## config.mk

```make
export PLATFORM = sky130hd
export DESIGN_NAME = vic_top
export DESIGN_NICKNAME = d
export VERILOG_FILES = /design/src/hw/vic_pkg.sv /design/src/hw/vic_prio_enc.sv /design/src/hw/vic_top.sv
export VERILOG_INCLUDE_DIRS = /design/src /design/src/hw
export SDC_FILE = /design/constraint.sdc
export NUM_CORES = 1
export LEC_CHECK = 0
export ABC_CLOCK_PERIOD_IN_PS = 3650
export BUFFER_PORTS_ARGS = -buffer_cell sky130_fd_sc_hd__buf_2
export CAP_MARGIN = 25
export CORE_MARGIN = 10
export CORE_UTILIZATION = 49
export CTS_CLUSTER_SIZE = 24
export DETAILED_ROUTE_END_ITERATION = 10
export PLACE_DENSITY_LB_ADDON = 0.25
export REMOVE_ABC_BUFFERS = 1
export SLEW_MARGIN = 10
export SYNTH_ARGS = -nofsm -noshare
export SYNTH_HDL_FRONTEND = slang
export SYNTH_HIERARCHICAL = 1
export SYNTH_SLANG_ARGS = --single-unit
```

## constraint.sdc

```tcl
create_clock -name ref_clk -period 3.65 [get_ports ref_clk]
set_input_delay 0.5475 -clock ref_clk [delete_from_list [all_inputs] [get_ports ref_clk]]
set_output_delay 0.5475 -clock ref_clk [all_outputs]
set_load 0.01 [all_outputs]
```

## src/hw/vic_params.svh

```systemverilog
`ifndef VIC_PARAMS_SVH
`define VIC_PARAMS_SVH
`define VIC_NUM_MASKABLE   11
`define VIC_ENTRY_ADDR     15'h00FF
`define VIC_ACK_CYCLES     3'h7
`define VIC_ADDR_W         15
`define VIC_VEC_LO_BYTE    8'hE0
`define VIC_VEC_TRAP_BYTE  8'hFE
`define VIC_RST_PEND       11'h000
`define VIC_RST_EN         11'h000
`endif

```

## src/hw/vic_pkg.sv

```systemverilog
package vic_pkg;
  typedef enum logic [1:0] {
    VIC_IDLE = 2'b00,
    VIC_ACK  = 2'b01
  } vic_state_t;

  typedef struct packed {
    logic        valid;
    logic [14:0] addr;
  } vic_pc_load_t;

  typedef struct packed {
    logic [10:0] wdata;
    logic        we;
  } vic_sw_wr_t;
endpackage

```

## src/hw/vic_prio_enc.sv

```systemverilog
`timescale 1ns/1ps
`include "vic_params.svh"
// Picks the highest ranked active source; index 0 ranks highest.
module vic_prio_enc
  import vic_pkg::*;
(
  input  wire logic [10:0] active,
  output logic             any,
  output logic [3:0]       idx
);
  always_comb begin
    any = 1'b0;
    idx = 4'hF;
    for (int i = `VIC_NUM_MASKABLE - 1; i >= 0; i--) begin
      if (active[i]) begin
        any = 1'b1;
        idx = 4'(i);
      end
    end
  end
endmodule

```

## src/hw/vic_top.sv

```systemverilog
`timescale 1ns/1ps
`include "vic_params.svh"
// Overview of operation
// - Acknowledge loads PC with entry 00FF
// - Trap ranks highest, default VECTOR_SELECT_INSTRUCTION entry lowest
// - Eleven maskable inputs with fixed rank, vector
// - Maskables have software enable and pending bits
// - Source event sets pending regardless of enable
// - Trigger needs pending, enable, global, no trap
// - Judge at instruction start; highest wins first
// - Reset clears pending, enables, global enable
// - Already pending source triggers once enabled
// - Skip completes before acknowledging late request
// - Acknowledge start clears global enable
// - Push address of next instruction during acknowledge
// - Acknowledge sequence lasts seven instruction cycles
// - Writing global enable inside a maskable routine allows nesting; in a trap routine it waits for trap_done
// - Return sets global enable; the next start rearbitrates
// - VECTOR_SELECT_INSTRUCTION vectors to trap, else best active, else default
module vic_top
  import vic_pkg::*;
(
  input  wire logic        ref_clk,
  input  wire logic        rst,
  input  wire logic [10:0] irq_src,
  input  wire logic        sw_trap,
  input  wire logic        instr_start,
  input  wire logic        skip_pending,
  input  wire logic [14:0] next_instr_addr,
  input  wire vic_sw_wr_t  pend_wr,
  input  wire vic_sw_wr_t  en_wr,
  input  wire logic        gie_wr,
  input  wire logic        gie_wdata,
  input  wire logic        return_from_irq_instruction,
  input  wire logic        vector_select_instruction,
  input  wire logic        trap_done,
  input  wire logic [7:0]  vis_page,
  output logic [10:0]      pending_flags,
  output logic [10:0]      enable_bits,
  output logic             global_irq_enable,
  output logic             ack_busy,
  output logic             stack_push,
  output logic [14:0]      stack_push_data,
  output vic_pc_load_t     pc_load,
  output logic [14:0]      vis_vector_addr,
  output logic             vis_vector_valid
);
  logic [10:0]   src_s1_q, src_s2_q, src_s3_q;
  logic          trap_s1_q, trap_s2_q;
  logic [10:0]   pend_q, pend_d;
  logic [10:0]   en_q, en_d;
  logic          gie_q, gie_d;
  logic          trap_pend_q, trap_pend_d;
  logic          in_trap_q, in_trap_d;
  vic_state_t    state_q, state_d;
  logic [2:0]    cnt_q, cnt_d;
  logic          push_q, push_d;
  logic [14:0]   push_data_q, push_data_d;
  vic_pc_load_t  pcl_q, pcl_d;
  logic [14:0]   vis_addr_q, vis_addr_d;
  logic          vis_v_q, vis_v_d;
  logic [10:0]   active;
  logic          any_active;
  logic [3:0]    best_idx;
  logic [10:0]   src_rise;
  logic          start_ok;

  // Sources are asynchronous events; synchronise before edge detection
  always_ff @(posedge ref_clk or posedge rst) begin
    if (rst) begin
      src_s1_q  <= 11'h000;
      src_s2_q  <= 11'h000;
      src_s3_q  <= 11'h000;
      trap_s1_q <= 1'b0;
      trap_s2_q <= 1'b0;
    end else begin
      src_s1_q  <= irq_src;
      src_s2_q  <= src_s1_q;
      src_s3_q  <= src_s2_q;
      trap_s1_q <= sw_trap;
      trap_s2_q <= trap_s1_q;
    end
  end

  assign src_rise = src_s2_q & ~src_s3_q;
  assign active   = pend_q & en_q;
  // A start that meets a return waits for the next one, which sees the enable set again
  assign start_ok = instr_start && !skip_pending && !return_from_irq_instruction;

  vic_prio_enc u_prio (
    .active (active),
    .any    (any_active),
    .idx    (best_idx)
  );

  always_comb begin
    pend_d      = pend_q;
    en_d        = en_q;
    gie_d       = gie_q;
    trap_pend_d = trap_pend_q | trap_s2_q;
    in_trap_d   = in_trap_q & ~trap_done;
    state_d     = state_q;
    cnt_d       = cnt_q;
    push_d      = 1'b0;
    push_data_d = push_data_q;
    pcl_d       = '0;
    if (pend_wr.we) begin
      pend_d = pend_wr.wdata;
    end
    pend_d = pend_d | src_rise;
    if (en_wr.we) begin
      en_d = en_wr.wdata;
    end
    if (gie_wr) begin
      gie_d = gie_wdata;
    end
    if (return_from_irq_instruction) begin
      gie_d = 1'b1;
    end
    case (state_q)
      VIC_IDLE: begin
        // Trigger judged only at a real instruction start, after any skip
        if (start_ok) begin
          if (trap_pend_q) begin
            trap_pend_d = trap_s2_q;
            in_trap_d   = 1'b1;
            state_d     = VIC_ACK;
          end else if (gie_q && !in_trap_q && any_active) begin
            state_d = VIC_ACK;
          end
          // Return address is the instruction the core was about to run
          if (state_d == VIC_ACK) begin
            gie_d       = 1'b0;
            cnt_d       = 3'h1;
            push_d      = 1'b1;
            push_data_d = next_instr_addr;
          end
        end
      end
      VIC_ACK: begin
        // Enable is forced low through the sequence; a software write raises it for one clock only
        gie_d = (gie_q && !gie_wr) ? 1'b0 : gie_d;
        // The taking start is cycle one; the sixth start after it closes the sequence
        if (instr_start) begin
          if (cnt_q == `VIC_ACK_CYCLES - 3'h1) begin
            pcl_d.valid = 1'b1;
            pcl_d.addr  = `VIC_ENTRY_ADDR;
            state_d     = VIC_IDLE;
          end else begin
            cnt_d = cnt_q + 3'h1;
          end
        end
      end
      default: begin
        state_d = VIC_IDLE;
      end
    endcase
  end

  always_ff @(posedge ref_clk or posedge rst) begin
    if (rst) begin
      pend_q      <= `VIC_RST_PEND;
      en_q        <= `VIC_RST_EN;
      gie_q       <= 1'b0;
      trap_pend_q <= 1'b0;
      in_trap_q   <= 1'b0;
      state_q     <= VIC_IDLE;
      cnt_q       <= 3'h0;
      push_q      <= 1'b0;
      push_data_q <= 15'h0000;
      pcl_q       <= '0;
    end else begin
      pend_q      <= pend_d;
      en_q        <= en_d;
      gie_q       <= gie_d;
      trap_pend_q <= trap_pend_d;
      in_trap_q   <= in_trap_d;
      state_q     <= state_d;
      cnt_q       <= cnt_d;
      push_q      <= push_d;
      push_data_q <= push_data_d;
      pcl_q       <= pcl_d;
    end
  end

  // Vector choice; a trap that is pending or in service outranks every maskable
  always_comb begin
    vis_addr_d = vis_addr_q;
    vis_v_d    = 1'b0;
    if (vector_select_instruction) begin
      vis_v_d = 1'b1;
      if (in_trap_q || trap_pend_q) begin
        vis_addr_d = {vis_page[6:0], `VIC_VEC_TRAP_BYTE};
      end else if (any_active) begin
        vis_addr_d = {vis_page[6:0], 8'(`VIC_VEC_TRAP_BYTE - 8'h04 - {best_idx, 1'b0})};
      end else begin
        vis_addr_d = {vis_page[6:0], `VIC_VEC_LO_BYTE};
      end
    end
  end

  always_ff @(posedge ref_clk or posedge rst) begin
    if (rst) begin
      vis_addr_q <= 15'h0000;
      vis_v_q    <= 1'b0;
    end else begin
      vis_addr_q <= vis_addr_d;
      vis_v_q    <= vis_v_d;
    end
  end

  assign pending_flags     = pend_q;
  assign enable_bits       = en_q;
  assign global_irq_enable = gie_q;
  assign ack_busy          = (state_q == VIC_ACK);
  assign stack_push        = push_q;
  assign stack_push_data   = push_data_q;
  assign pc_load           = pcl_q;
  assign vis_vector_addr   = vis_addr_q;
  assign vis_vector_valid  = vis_v_q;
endmodule

```

==> results by group, run 1 <==
Power
  • Leak Pwr: 2.27 nW
  • Comb pwr share: 17.2%
  • Clk pwr share: 27.4%
  • Switching share of power: 27.5%
  • VDD IR max: 0.269 mV
  • Pwr/cell area: 485 nW/um^2
  • Pint: 1.61 mW
  • Seq pwr share: 55.4%
  • Switch Pwr: 0.609 mW

STA
  • Fin Setup TNS: 0 ns
  • Tcrit/Tclk final: 68.2%
  • Max frequency: 402 MHz
  • Slew margin rel.: 61.2%
  • Worst slew pin tran: 0.583 ns
  • RSZ-0062 raised after global routing: false
  • Fin. max-slew vios: 0
  • Clock Skew: 0.0109 ns
  • Post-route minimum period: 2.49 ns
  • Setup-failing EPs final: 0
  • Final hold vios: 0

Critical path
  • Reg2Reg Setup Slack: 1.16 ns
  • Cell mode on critical path: or3_1
  • R2r worst-path depth: 7
  • Critical path fanouts, max: 17
  • R2r endpoint: stack_push_data[12]$_DFFE_PP0P_
  • Crit. End Element: flop
  • Max stage delay on crit path: 0.43 ns
  • Crit path kind: reg2reg
  • Critical path, cell by cell: and2_1 -> or3_1 -> or3_1 -> nand3b_1 -> nand2b_1 -> nand2_4 -> mux2_2
  • FF-to-FF Start: pending_flags[8]$_DFF_PP0_
  • WP data required: 3.88 ns
  • CP delay by family, top: simple AND/OR/NAND/NOR gates
  • WP data arrival: 2.72 ns
  • Setup crit start kind: flop
  • WP buf/inv: 0
  • CP max-delay cell: or3_1

Run status
  • Status: completed

Placed design
  • DP Area: 4400 um^2
  • Cells after DPL: 496
  • Gpl congestion: 0.783
  • Detailed Place HPWL: 6.39 mm
  • PortBufs: 130

Final layout
  • # nets final: 479
  • Layout cells sized above 1: 45.8%
  • Final Non-Filler Cells: 512
  • Post-route design area: 4570 um^2
  • Antenna cells: 0
  • Final core utilization: 62.3%
  • Area delta synth->final: 22.4%

Detailed routing
  • Antenna-violating nets left: 0
  • Initial DRT Pass Iterations: 4
  • Wire per inst: 15.9 um
  • DR vias/cell: 4.74
  • DRT Wirelength: 8.13 mm
  • Initial DRC count: 50
  • DRC errors left: 0
  • Vias: 2429

Synthesis
  • Simple-gate share of the synthesized area: 7.98%
  • Synth unique cells: 41
  • Syn avg cell area: 13.4 um^2
  • Seq/Total Area, Yosys: 64.4%
  • Post-synth top flop: dfrtp_1
  • Post-Synth XOR/XNOR Area: 0.235%
  • Compound-Gate Fraction of Synth Area: 6.30%
  • EDFF count, synth: 0
  • Synth Warn #: 6
  • Synthesized area: 3730 um^2
  • Largest family of logic cells by synthesized area: multiplexers
  • Asr flop ratio synth: 100%
  • Mux contribution to synthesized area: 13.7%
  • Register bit total from synthesis: 96
  • Synth Area in Adders: 1.01%
  • Cells after synthesis: 279

Floorplan
  • Floorplan die height: 107 um
  • Core region area: 7330 um^2
  • Die area: 11500 um^2
  • I/O pin count: 140
  • Floorplan row count: 31
  • Initial Utilization: 50.9%
  • Horiz. Die Dim: 107 um

Clocking
  • Sink Count: 96
  • Inserted Clock Buffers: 9
  • H-tree Lvls: 3
  • Skew-Pair Late Insertion Delay: 0.35 ns
  • Root cell of the clock tree: clkbuf_8
  • CTS Hold Bufs: 0
  • CTS tree: yes
  • Resized cells post-CTS: 0
  • Setup repair bufs after CTS: 0
  • Clk slew on worst S/H paths: 0.09 ns
  • Clock Path Buffers: 2

Global route
  • Global-route wire length before repair: 12.8 mm
  • Gr usage total: 14.1%
  • Pin count of the biggest net entering global routing: 49
  • Initial antenna violation count: 0
  • Total grt overflow: 0
  • Vias in the first global route: 2558

Flow run
  • Max-cap viol count: 0

Worst hold path
  • HP Class: in2async
worst max path at each step:
| stage | startpoint | end | cells past startpoint |
|---|---|---|---|
| 3_3_place_gp | pending_flags[8]$_DFF_PP0_ | stack_push_data[13]$_DFFE_PP0P_ | 7 |
| 5_1_grt | pending_flags[8]$_DFF_PP0_ | stack_push_data[12]$_DFFE_PP0P_ | 7 |
| 6_report | pending_flags[8]$_DFF_PP0_ | stack_push_data[12]$_DFFE_PP0P_ | 7 |
| 3_5_place_dp | pending_flags[8]$_DFF_PP0_ | stack_push_data[12]$_DFFE_PP0P_ | 7 |
| 4_1_cts | pending_flags[8]$_DFF_PP0_ | stack_push_data[12]$_DFFE_PP0P_ | 7 |
| 2_1_floorplan | rst | cnt_q[0]$_DFFE_PP0P_ | 1 |
power by group through the flow:
stage	Sequential [mW]	Combinational (mW)	Clock [mW]
3_5_place_dp	1.25	0.389	0
2_1_floorplan	1.28	0.175	0
6_report	1.23	0.381	0.608
3_3_place_gp	1.24	0.376	0
4_1_cts	1.23	0.391	0.631
5_1_grt	1.24	0.421	0.670
registers in the layout, summed over array words and instances (netlist names):
signal,count
vis_vector_valid,1
src_s3_q,11
src_s2_q,11
pending_flags,11
stack_push_data,15
in_trap_q,1
vis_vector_addr,13
enable_bits,11
trap_s1_q,1
trap_pend_q,1
trap_s2_q,1
global_irq_enable,1
pc_load,1
state_q,2
cnt_q,3
stack_push,1
src_s1_q,11
synth_stat cells (all sizes together) (2+ instances only):
| master | n | area share, % |
|---|---|---|
| or2 | 2 | 0.34 |
| mux2i | 11 | 3.0 |
| mux2 | 33 | 11 |
| o21ai | 16 | 2.1 |
| or3 | 2 | 0.34 |
| clkbuf | 3 | 0.30 |
| dfrtp | 96 | 64 |
| nor3 | 2 | 0.27 |
| ha | 3 | 1.0 |
| buf | 19 | 3.9 |
| inv | 21 | 2.1 |
| nor2 | 15 | 1.5 |
| and2 | 11 | 1.8 |
| nand2b | 4 | 0.87 |
| nor3b | 2 | 0.40 |
| nand2 | 7 | 0.91 |
| a21oi | 14 | 1.9 |
layer usage:
metal / vias to the layer above / global-route usage, % / part of all wire (%)
li1: 1172 / - / -
met1: 1164 / 15.9 / 39
met2: 76 / 24.0 / 52
met3: 17 / 4.49 / 7.6
met4: 0 / 6.29 / 2.0
met5: - / 0 / 0
cells in the final DEF (no fill, tap or decap), types with 2 or more instances in the layout:
cell and n:
buf_2 130, conb_1 9, clkbuf_8 9, or2_2 2, nor3_1 2, clkinv_2 2
clkinvlp_4 2, buf_4 2, inv_1 20, inv_6 2, nand2b_1 3, nor3b_1 2
a21oi_1 14, mux2_4 8, nor2_1 15, nand2_1 6, mux2_2 25, ha_1 3
or3_1 2, dfrtp_1 96, mux2i_1 11, and2_1 11, o21ai_0 15
cell families after synthesis:
group,count (synthesis)
DFF,96
and+or+nand+nor,51
muxes,44
buffers and inverters,43
AOI/OAI and AO/OA,40
adders and majority gates,3
other,1
xor gates and xnor gates,1
layout make-up:
class | instances | area, um^2
Tap cell | 99 | 124
Timing Repair Buffer | 132 | 666
Sequential cell | 96 | 2400
Multi-Input combinational cell | 148 | 1120
Fill cell | 620 | 2760
Clock buffer | 10 | 128
Clock inverter | 6 | 42.5
Inverter | 21 | 81.3
per-stage QoR:
step	total power [mW]	setup WS, ns	hold slack, ns
5_1_grt	2.34	1.02	0.281
3_5_place_dp	1.64	1.16	0.335
6_report	2.22	1.16	0.241
3_3_place_gp	1.62	1.22	0.332
4_1_cts	2.25	1.14	0.261
2_1_floorplan	1.46	0.597	0.331
Power figures use the tool's default switching activity.
==> run 2, diff against run 1 <==
- ABC_CLOCK_PERIOD_IN_PS: 3650 -> 2290
- clock period: 3.65 -> 2.29 ns (I/O delays scaled with it)
==> run 2 against run 1 <==
Final cell count grew 1.2%. Critical path depth is the same. Design area grew 2.7%.
==> results by group, run 2 (same netlist as run 1, synthesis figures left out) <==
Floorplan
  • Die area: 11500 um^2 (unchanged)
  • Initial Utilization: 50.9% (unchanged)
  • Floorplan row count: 31 (unchanged)
  • I/O pin count: 140 (unchanged)
  • Floorplan die height: 107 um (unchanged)
  • Horiz. Die Dim: 107 um (unchanged)
  • Core region area: 7330 um^2 (unchanged)

Power
  • Leak Pwr: 2.34 nW (was 2.27 nW)
  • Switching share of power: 25.7% (was 27.5%)
  • Switch Pwr: 0.969 mW (was 0.609 mW)
  • Tot Pwr: 3.76 mW (was 2.22 mW)
  • Comb pwr share: 16.4% (was 17.2%)
  • VDD IR max: 0.400 mV (was 0.269 mV)
  • Pwr/cell area: 802 nW/um^2 (was 485 nW/um^2)
  • Seq pwr share: 52.0% (was 55.4%)
  • Pint: 2.79 mW (was 1.61 mW)
  • Clk pwr share: 31.6% (was 27.4%)

Global route
  • Total grt overflow: 0 (unchanged)
  • Met2 Usage GRT: 22.6% (was 24.0%)
  • Initial antenna violation count: 0 (unchanged)
  • Busiest layer in global routing: met2 (unchanged)
  • GR Util met1: 16.1% (was 15.9%)
  • Gr usage total: 13.9% (was 14.1%)
  • Vias in the first global route: 2559 (was 2558)
  • Global-route wire length before repair: 12.7 mm (was 12.8 mm)
  • GR Util met3: 4.73% (was 4.49%)
  • Pin count of the biggest net entering global routing: 43 (was 49)

Final layout
  • Number of flip-flops under the largest register name: 15 (unchanged)
  • Post-route design area: 4690 um^2 (was 4570 um^2)
  • Area of the multi-input gates: 1160 um^2 (was 1120 um^2)
  • Most common cell after layout, fill and taps aside: buf_2 (unchanged)
  • Fill count: 616 (was 620)
  • Layout cells sized above 1: 47.0% (was 45.8%)
  • Commonest non-fill, non-tap cells in the layout: 130 x buf_2, 96 x dfrtp_1, 25 x mux2_2, 20 x inv_1 (unchanged)
  • Area delta synth->final: 25.8% (was 22.4%)
  • Antenna cells: 0 (unchanged)
  • # nets final: 485 (was 479)
  • Final Non-Filler Cells: 518 (was 512)
  • FF+latch area: 2400 um^2 (unchanged)
  • Final core utilization: 64.0% (was 62.3%)

Detailed routing
  • DRT Wirelength: 8.16 mm (was 8.13 mm)
  • Wire per inst: 15.7 um (was 15.9 um)
  • Initial DRT Pass Iterations: 4 (unchanged)
  • Initial DRC count: 56 (was 50)
  • DR vias/cell: 4.74 (about the same)
  • Vias: 2457 (was 2429)
  • DRC errors left: 0 (unchanged)
  • Antenna-violating nets left: 0 (unchanged)

Critical path
  • Critical path fanouts, max: 8 (was 17)
  • CP Launch Point: enable_bits[8]$_DFFE_PP0P_ (was pending_flags[8]$_DFF_PP0_)
  • Crit path kind: reg2reg (unchanged)
  • Setup crit start kind: flop (unchanged)
  • WP data required: 2.53 ns (was 3.88 ns)
  • R2r endpoint: stack_push_data[4]$_DFFE_PP0P_ (was stack_push_data[12]$_DFFE_PP0P_)
  • FF-to-FF Start: enable_bits[8]$_DFFE_PP0P_ (was pending_flags[8]$_DFF_PP0_)
  • Crit. End Element: flop (unchanged)
  • CP Capture Point: stack_push_data[4]$_DFFE_PP0P_ (was stack_push_data[12]$_DFFE_PP0P_)
  • R2r worst-path depth: 7 (unchanged)
  • Reg2Reg Setup Slack: 0.11 ns (was 1.16 ns)
  • WP data arrival: 2.42 ns (was 2.72 ns)

STA
  • Slew margin rel.: 60.7% (was 61.2%)
  • Clock Skew: 0.00995 ns (was 0.0109 ns)
  • Fin. max-slew vios: 0 (unchanged)
  • Setup-failing EPs final: 0 (unchanged)
  • Worst slew pin tran: 0.586 ns (was 0.583 ns)
  • Hold WS: 0.00354 ns (was 0.241 ns)
  • Tcrit/Tclk final: 95.1% (was 68.2%)
  • Final hold vios: 0 (unchanged)
  • Post-route minimum period: 2.18 ns (was 2.49 ns)
  • RSZ-0062 raised after global routing: true (was false)
  • Final WS setup: 0.113 ns (was 1.16 ns)
  • Max frequency: 459 MHz (was 402 MHz)
  • Fin Setup TNS: 0 ns (unchanged)

Clocking
  • Root cell of the clock tree: clkbuf_8 (unchanged)
  • Clk slew on worst S/H paths: 0.09 ns (about the same)
  • Inserted Clock Buffers: 9 (unchanged)
  • CTS Hold Bufs: 0 (unchanged)
  • H-tree Lvls: 3 (unchanged)
  • Clock Path Buffers: 2 (unchanged)
  • Sink Count: 96 (unchanged)
  • Skew-Pair Late Insertion Delay: 0.35 ns (about the same)
  • CTS tree: yes (unchanged)

Worst hold path
  • HP Class: in2async (unchanged)

Flow run
  • Max-cap viol count: 0 (unchanged)

Placed design
  • PortBufs: 130 (unchanged)
  • Detailed Place HPWL: 6.30 mm (was 6.39 mm)
  • Dpl ws: 0.00244 ns (was 1.16 ns)
  • Gpl congestion: 0.778 (was 0.783)
  • Cells after DPL: 499 (was 496)
  • DP Area: 4430 um^2 (was 4400 um^2)

Run status
  • Status: completed (unchanged)
[run 2: worst max-delay path, stage by stage, from the launching register on]
cell and delay (ns):
dfrtp_1 0.40, and2_1 0.16, or3_1 0.40, or3_4 0.35, nand3b_1 0.17, nand2b_4 0.12
nand2_4 0.16, mux2_4 0.32
[run 2: repair_timing]
action | in CTS | in global routing
setup buffers | 0 | 1
resized for setup | 1 | 4
gates cloned | 0 | 2
setup endpoints to repair | 7 | 15
pin swaps | 0 | 0
[run 2: how the worst min path moves through the flow]
stage                                                 to  depth (start not counted)  slack, ns
after floorplan                    src_s2_q[0]$_DFF_PP0_                          0       0.33
after global placement               trap_s2_q$_DFF_PP0_                          0       0.33
after detailed placement           src_s2_q[0]$_DFF_PP0_                          0       0.33
after CTS                 stack_push_data[1]$_DFFE_PP0P_                          2      0.008
after global routing      stack_push_data[2]$_DFFE_PP0P_                          2       0.02
final                     stack_push_data[1]$_DFFE_PP0P_                          2      0.004
[run 2: power groups by stage]
stage / combinational [mW] / sequential [mW] / clock, mW
after floorplan: 0.279 / 2.04 / 0
after global placement: 0.608 / 1.98 / 0
after detailed placement: 0.626 / 1.99 / 0
after CTS: 0.627 / 1.96 / 1.23
after global routing: 0.686 / 1.98 / 1.31
final: 0.617 / 1.96 / 1.19
[run 2: cell type report]
cell class,count,area share [%]
inverters,21,1.73
multi-input cells,150,24.7
flip-flops and latches,96,51.2
clock buffers,10,2.72
well taps,99,2.64
clock inverters,6,1.92
repair buffers,136,15.1
[run 2: layer usage]
layer  share of wire, %  wire [um]  up-vias
li1                   -          -     1185
met1                 40       3250     1181
met2                 50       4090       76
met3                7.7        630       15
met4                2.1        174        0
met5                  0          0        -
==> run 3, diff against run 2 <==
- CORE_UTILIZATION: 49 -> 45
==> run 3 against run 2 <==
Power decreased by 5.3%. Die area increased by 7.2%. Via count decreased by 1.6%. Critical path type unchanged. Largest cell class unchanged.
==> results by group, run 3 (same netlist as run 1, synthesis figures left out) <==
Final layout
  • Most common cell after layout, fill and taps aside: buf_2 (unchanged)
  • Post-route design area: 4670 um^2 (was 4690 um^2)
  • Antenna cells: 0 (unchanged)
  • # nets final: 487 (was 485)
  • Final core utilization: 57.4% (was 64.0%)
  • Layout cells sized above 1: 46.5% (was 47.0%)
  • Commonest non-fill, non-tap cells in the layout: 130 x buf_2, 96 x dfrtp_1, 25 x mux2_2, 20 x inv_1 (unchanged)
  • Number of flip-flops under the largest register name: 15 (unchanged)
  • Area delta synth->final: 25.2% (was 25.8%)

Global route
  • Global-route wire length before repair: 13.2 mm (was 12.7 mm)
  • Total grt overflow: 0 (unchanged)
  • Vias in the first global route: 2620 (was 2559)
  • Initial antenna violation count: 0 (unchanged)
  • Pin count of the biggest net entering global routing: 44 (was 43)
  • Gr usage total: 13.3% (was 13.9%)

STA
  • Clock Skew: 0.0102 ns (was 0.00995 ns)
  • Setup-failing EPs final: 0 (unchanged)
  • Max frequency: 450 MHz (was 459 MHz)
  • Tcrit/Tclk final: 97.1% (was 95.1%)
  • Fin. max-slew vios: 0 (unchanged)
  • Post-route minimum period: 2.22 ns (was 2.18 ns)
  • Final WS setup: 0.0666 ns (was 0.113 ns)
  • Final hold vios: 0 (unchanged)

Placed design
  • DP Area: 4450 um^2 (was 4430 um^2)
  • Detailed Place HPWL: 6.45 mm (was 6.30 mm)
  • Dpl ws: -0.00763 ns (was 0.00244 ns)
  • Gpl congestion: 0.773 (was 0.778)
  • PortBufs: 130 (unchanged)

Critical path
  • Crit. End Element: flop (unchanged)
  • WP data required: 2.52 ns (was 2.53 ns)
  • Reg2Reg Setup Slack: 0.07 ns (was 0.11 ns)
  • Crit path kind: reg2reg (unchanged)
  • WP data arrival: 2.46 ns (was 2.42 ns)
  • Critical path fanouts, max: 8 (unchanged)
  • Setup crit start kind: flop (unchanged)

Flow run
  • Max-cap viol count: 0 (unchanged)

Detailed routing
  • Antenna-violating nets left: 0 (unchanged)
  • Vias: 2417 (was 2457)
  • DRT Wirelength: 8.15 mm (was 8.16 mm)
  • Wire length on met3: 405 um (was 630 um)
  • DR vias/cell: 4.63 (was 4.74)
  • M1 WL: 3.25 mm (about the same)
  • WL met2: 4.38 mm (was 4.09 mm)
  • Initial DRT Pass Iterations: 4 (unchanged)
  • Wire per inst: 15.6 um (was 15.7 um)
  • Top layer in use: met4 (unchanged)
  • DRC errors left: 0 (unchanged)
  • Initial DRC count: 58 (was 56)

Floorplan
  • Core region area: 8130 um^2 (was 7330 um^2)
  • Initial Utilization: 45.9% (was 50.9%)
  • Horiz. Die Dim: 111 um (was 107 um)
  • I/O pin count: 140 (unchanged)
  • Floorplan die height: 111 um (was 107 um)
  • Floorplan row count: 33 (was 31)
  • Die area: 12300 um^2 (was 11500 um^2)

Clocking
  • Clk slew on worst S/H paths: 0.08 ns (was 0.09 ns)
  • Root cell of the clock tree: clkbuf_8 (unchanged)
  • H-tree Lvls: 3 (unchanged)
  • Sink Count: 96 (unchanged)
  • Clock Path Buffers: 2 (unchanged)
  • Inserted Clock Buffers: 9 (unchanged)
  • CTS tree: yes (unchanged)
  • Skew-Pair Late Insertion Delay: 0.34 ns (was 0.35 ns)

Power
  • Leak Pwr: 2.33 nW (was 2.34 nW)
  • VDD IR max: 0.411 mV (was 0.400 mV)
  • Pwr/cell area: 763 nW/um^2 (was 802 nW/um^2)

Run status
  • Status: completed (unchanged)

Worst hold path
  • HP Class: in2async (unchanged)
-- run 3: cell count changes in the layout (fill, tap and decap cells not counted) --
| cell | before | now |
|---|---|---|
| buf_12 | 1 | 3 |
| buf_4 | 5 | 7 |
| inv_6 | 2 | 0 |
| nand2_4 | 3 | 1 |
| bufinv_16 | 2 | 1 |
| clkinvlp_4 | 1 | 0 |
| nand2b_1 | 2 | 3 |
| nand2b_4 | 2 | 1 |
-- run 3: area by class of cell --
type | instances | area (um^2)
Clock inverter | 2 | 35.0
Fill cell | 696 | 3460
Tap cell | 105 | 131
Multi-Input combinational cell | 148 | 1130
Inverter | 21 | 81.3
Clock buffer | 10 | 128
Sequential cell | 96 | 2400
Timing Repair Buffer | 140 | 763
-- run 3: power by group --
group | total (mW) | internal [mW] | switching [mW]
Clock | 0.983 | 0.480 | 0.503
Combinational | 0.623 | 0.315 | 0.308
Sequential | 1.96 | 1.87 | 0.0919
-- run 3: per-layer routing --
layer / GRT usage (%) / up-vias
met5: 0 / -
met4: 4.63 / 0
met3: 3.95 / 10
met2: 23.9 / 53
met1: 14.4 / 1180
li1: - / 1174
-- run 3: worst paths after layout --
path,startpoint,endpoint,depth (start not counted)
min reg2reg,src_s1_q[2]$_DFF_PP0_,src_s2_q[2]$_DFF_PP0_,0
min,rst,stack_push_data[4]$_DFFE_PP0P_,2
min in group ref_clk,irq_src[9],src_s1_q[9]$_DFF_PP0_,1
max reg2reg,pending_flags[8]$_DFF_PP0_,stack_push_data[8]$_DFFE_PP0P_,8
max,pending_flags[8]$_DFF_PP0_,stack_push_data[8]$_DFFE_PP0P_,8
max in group asynchronous,rst,src_s3_q[10]$_DFF_PP0_,3
-- run 3: per-stage QoR --
step | hold WS (ns) | TNS, ns | total power, mW | std cells
detailed placement | 0.336 | -0.0204 | 2.62 | 506
global placement | 0.333 | 0 | 2.59 | 506
floorplan | 0.331 | -53.65 | 2.32 | 265
CTS | 0.0198 | 0 | 3.62 | 521
global route | 0.0339 | -0.0230 | 3.77 | 522
finish | 0.00675 | 0 | 3.56 | 522
-- run 3: repair_timing --
item                       CTS  global route
pin swaps                    1             1
setup endpoints to repair    7            10
buffers inserted             3             1
gates resized for setup      0             1
hold buffers                 0             0
-- run 3: critical path, cell delays in order, from the launching register on --
cell and delay, ns:
dfrtp_1 0.38, and2_1 0.18, or3_1 0.40, or3_4 0.35, nand3b_1 0.13, nand2b_1 0.10
nand2_4 0.10, buf_12 0.14, mux2_2 0.33
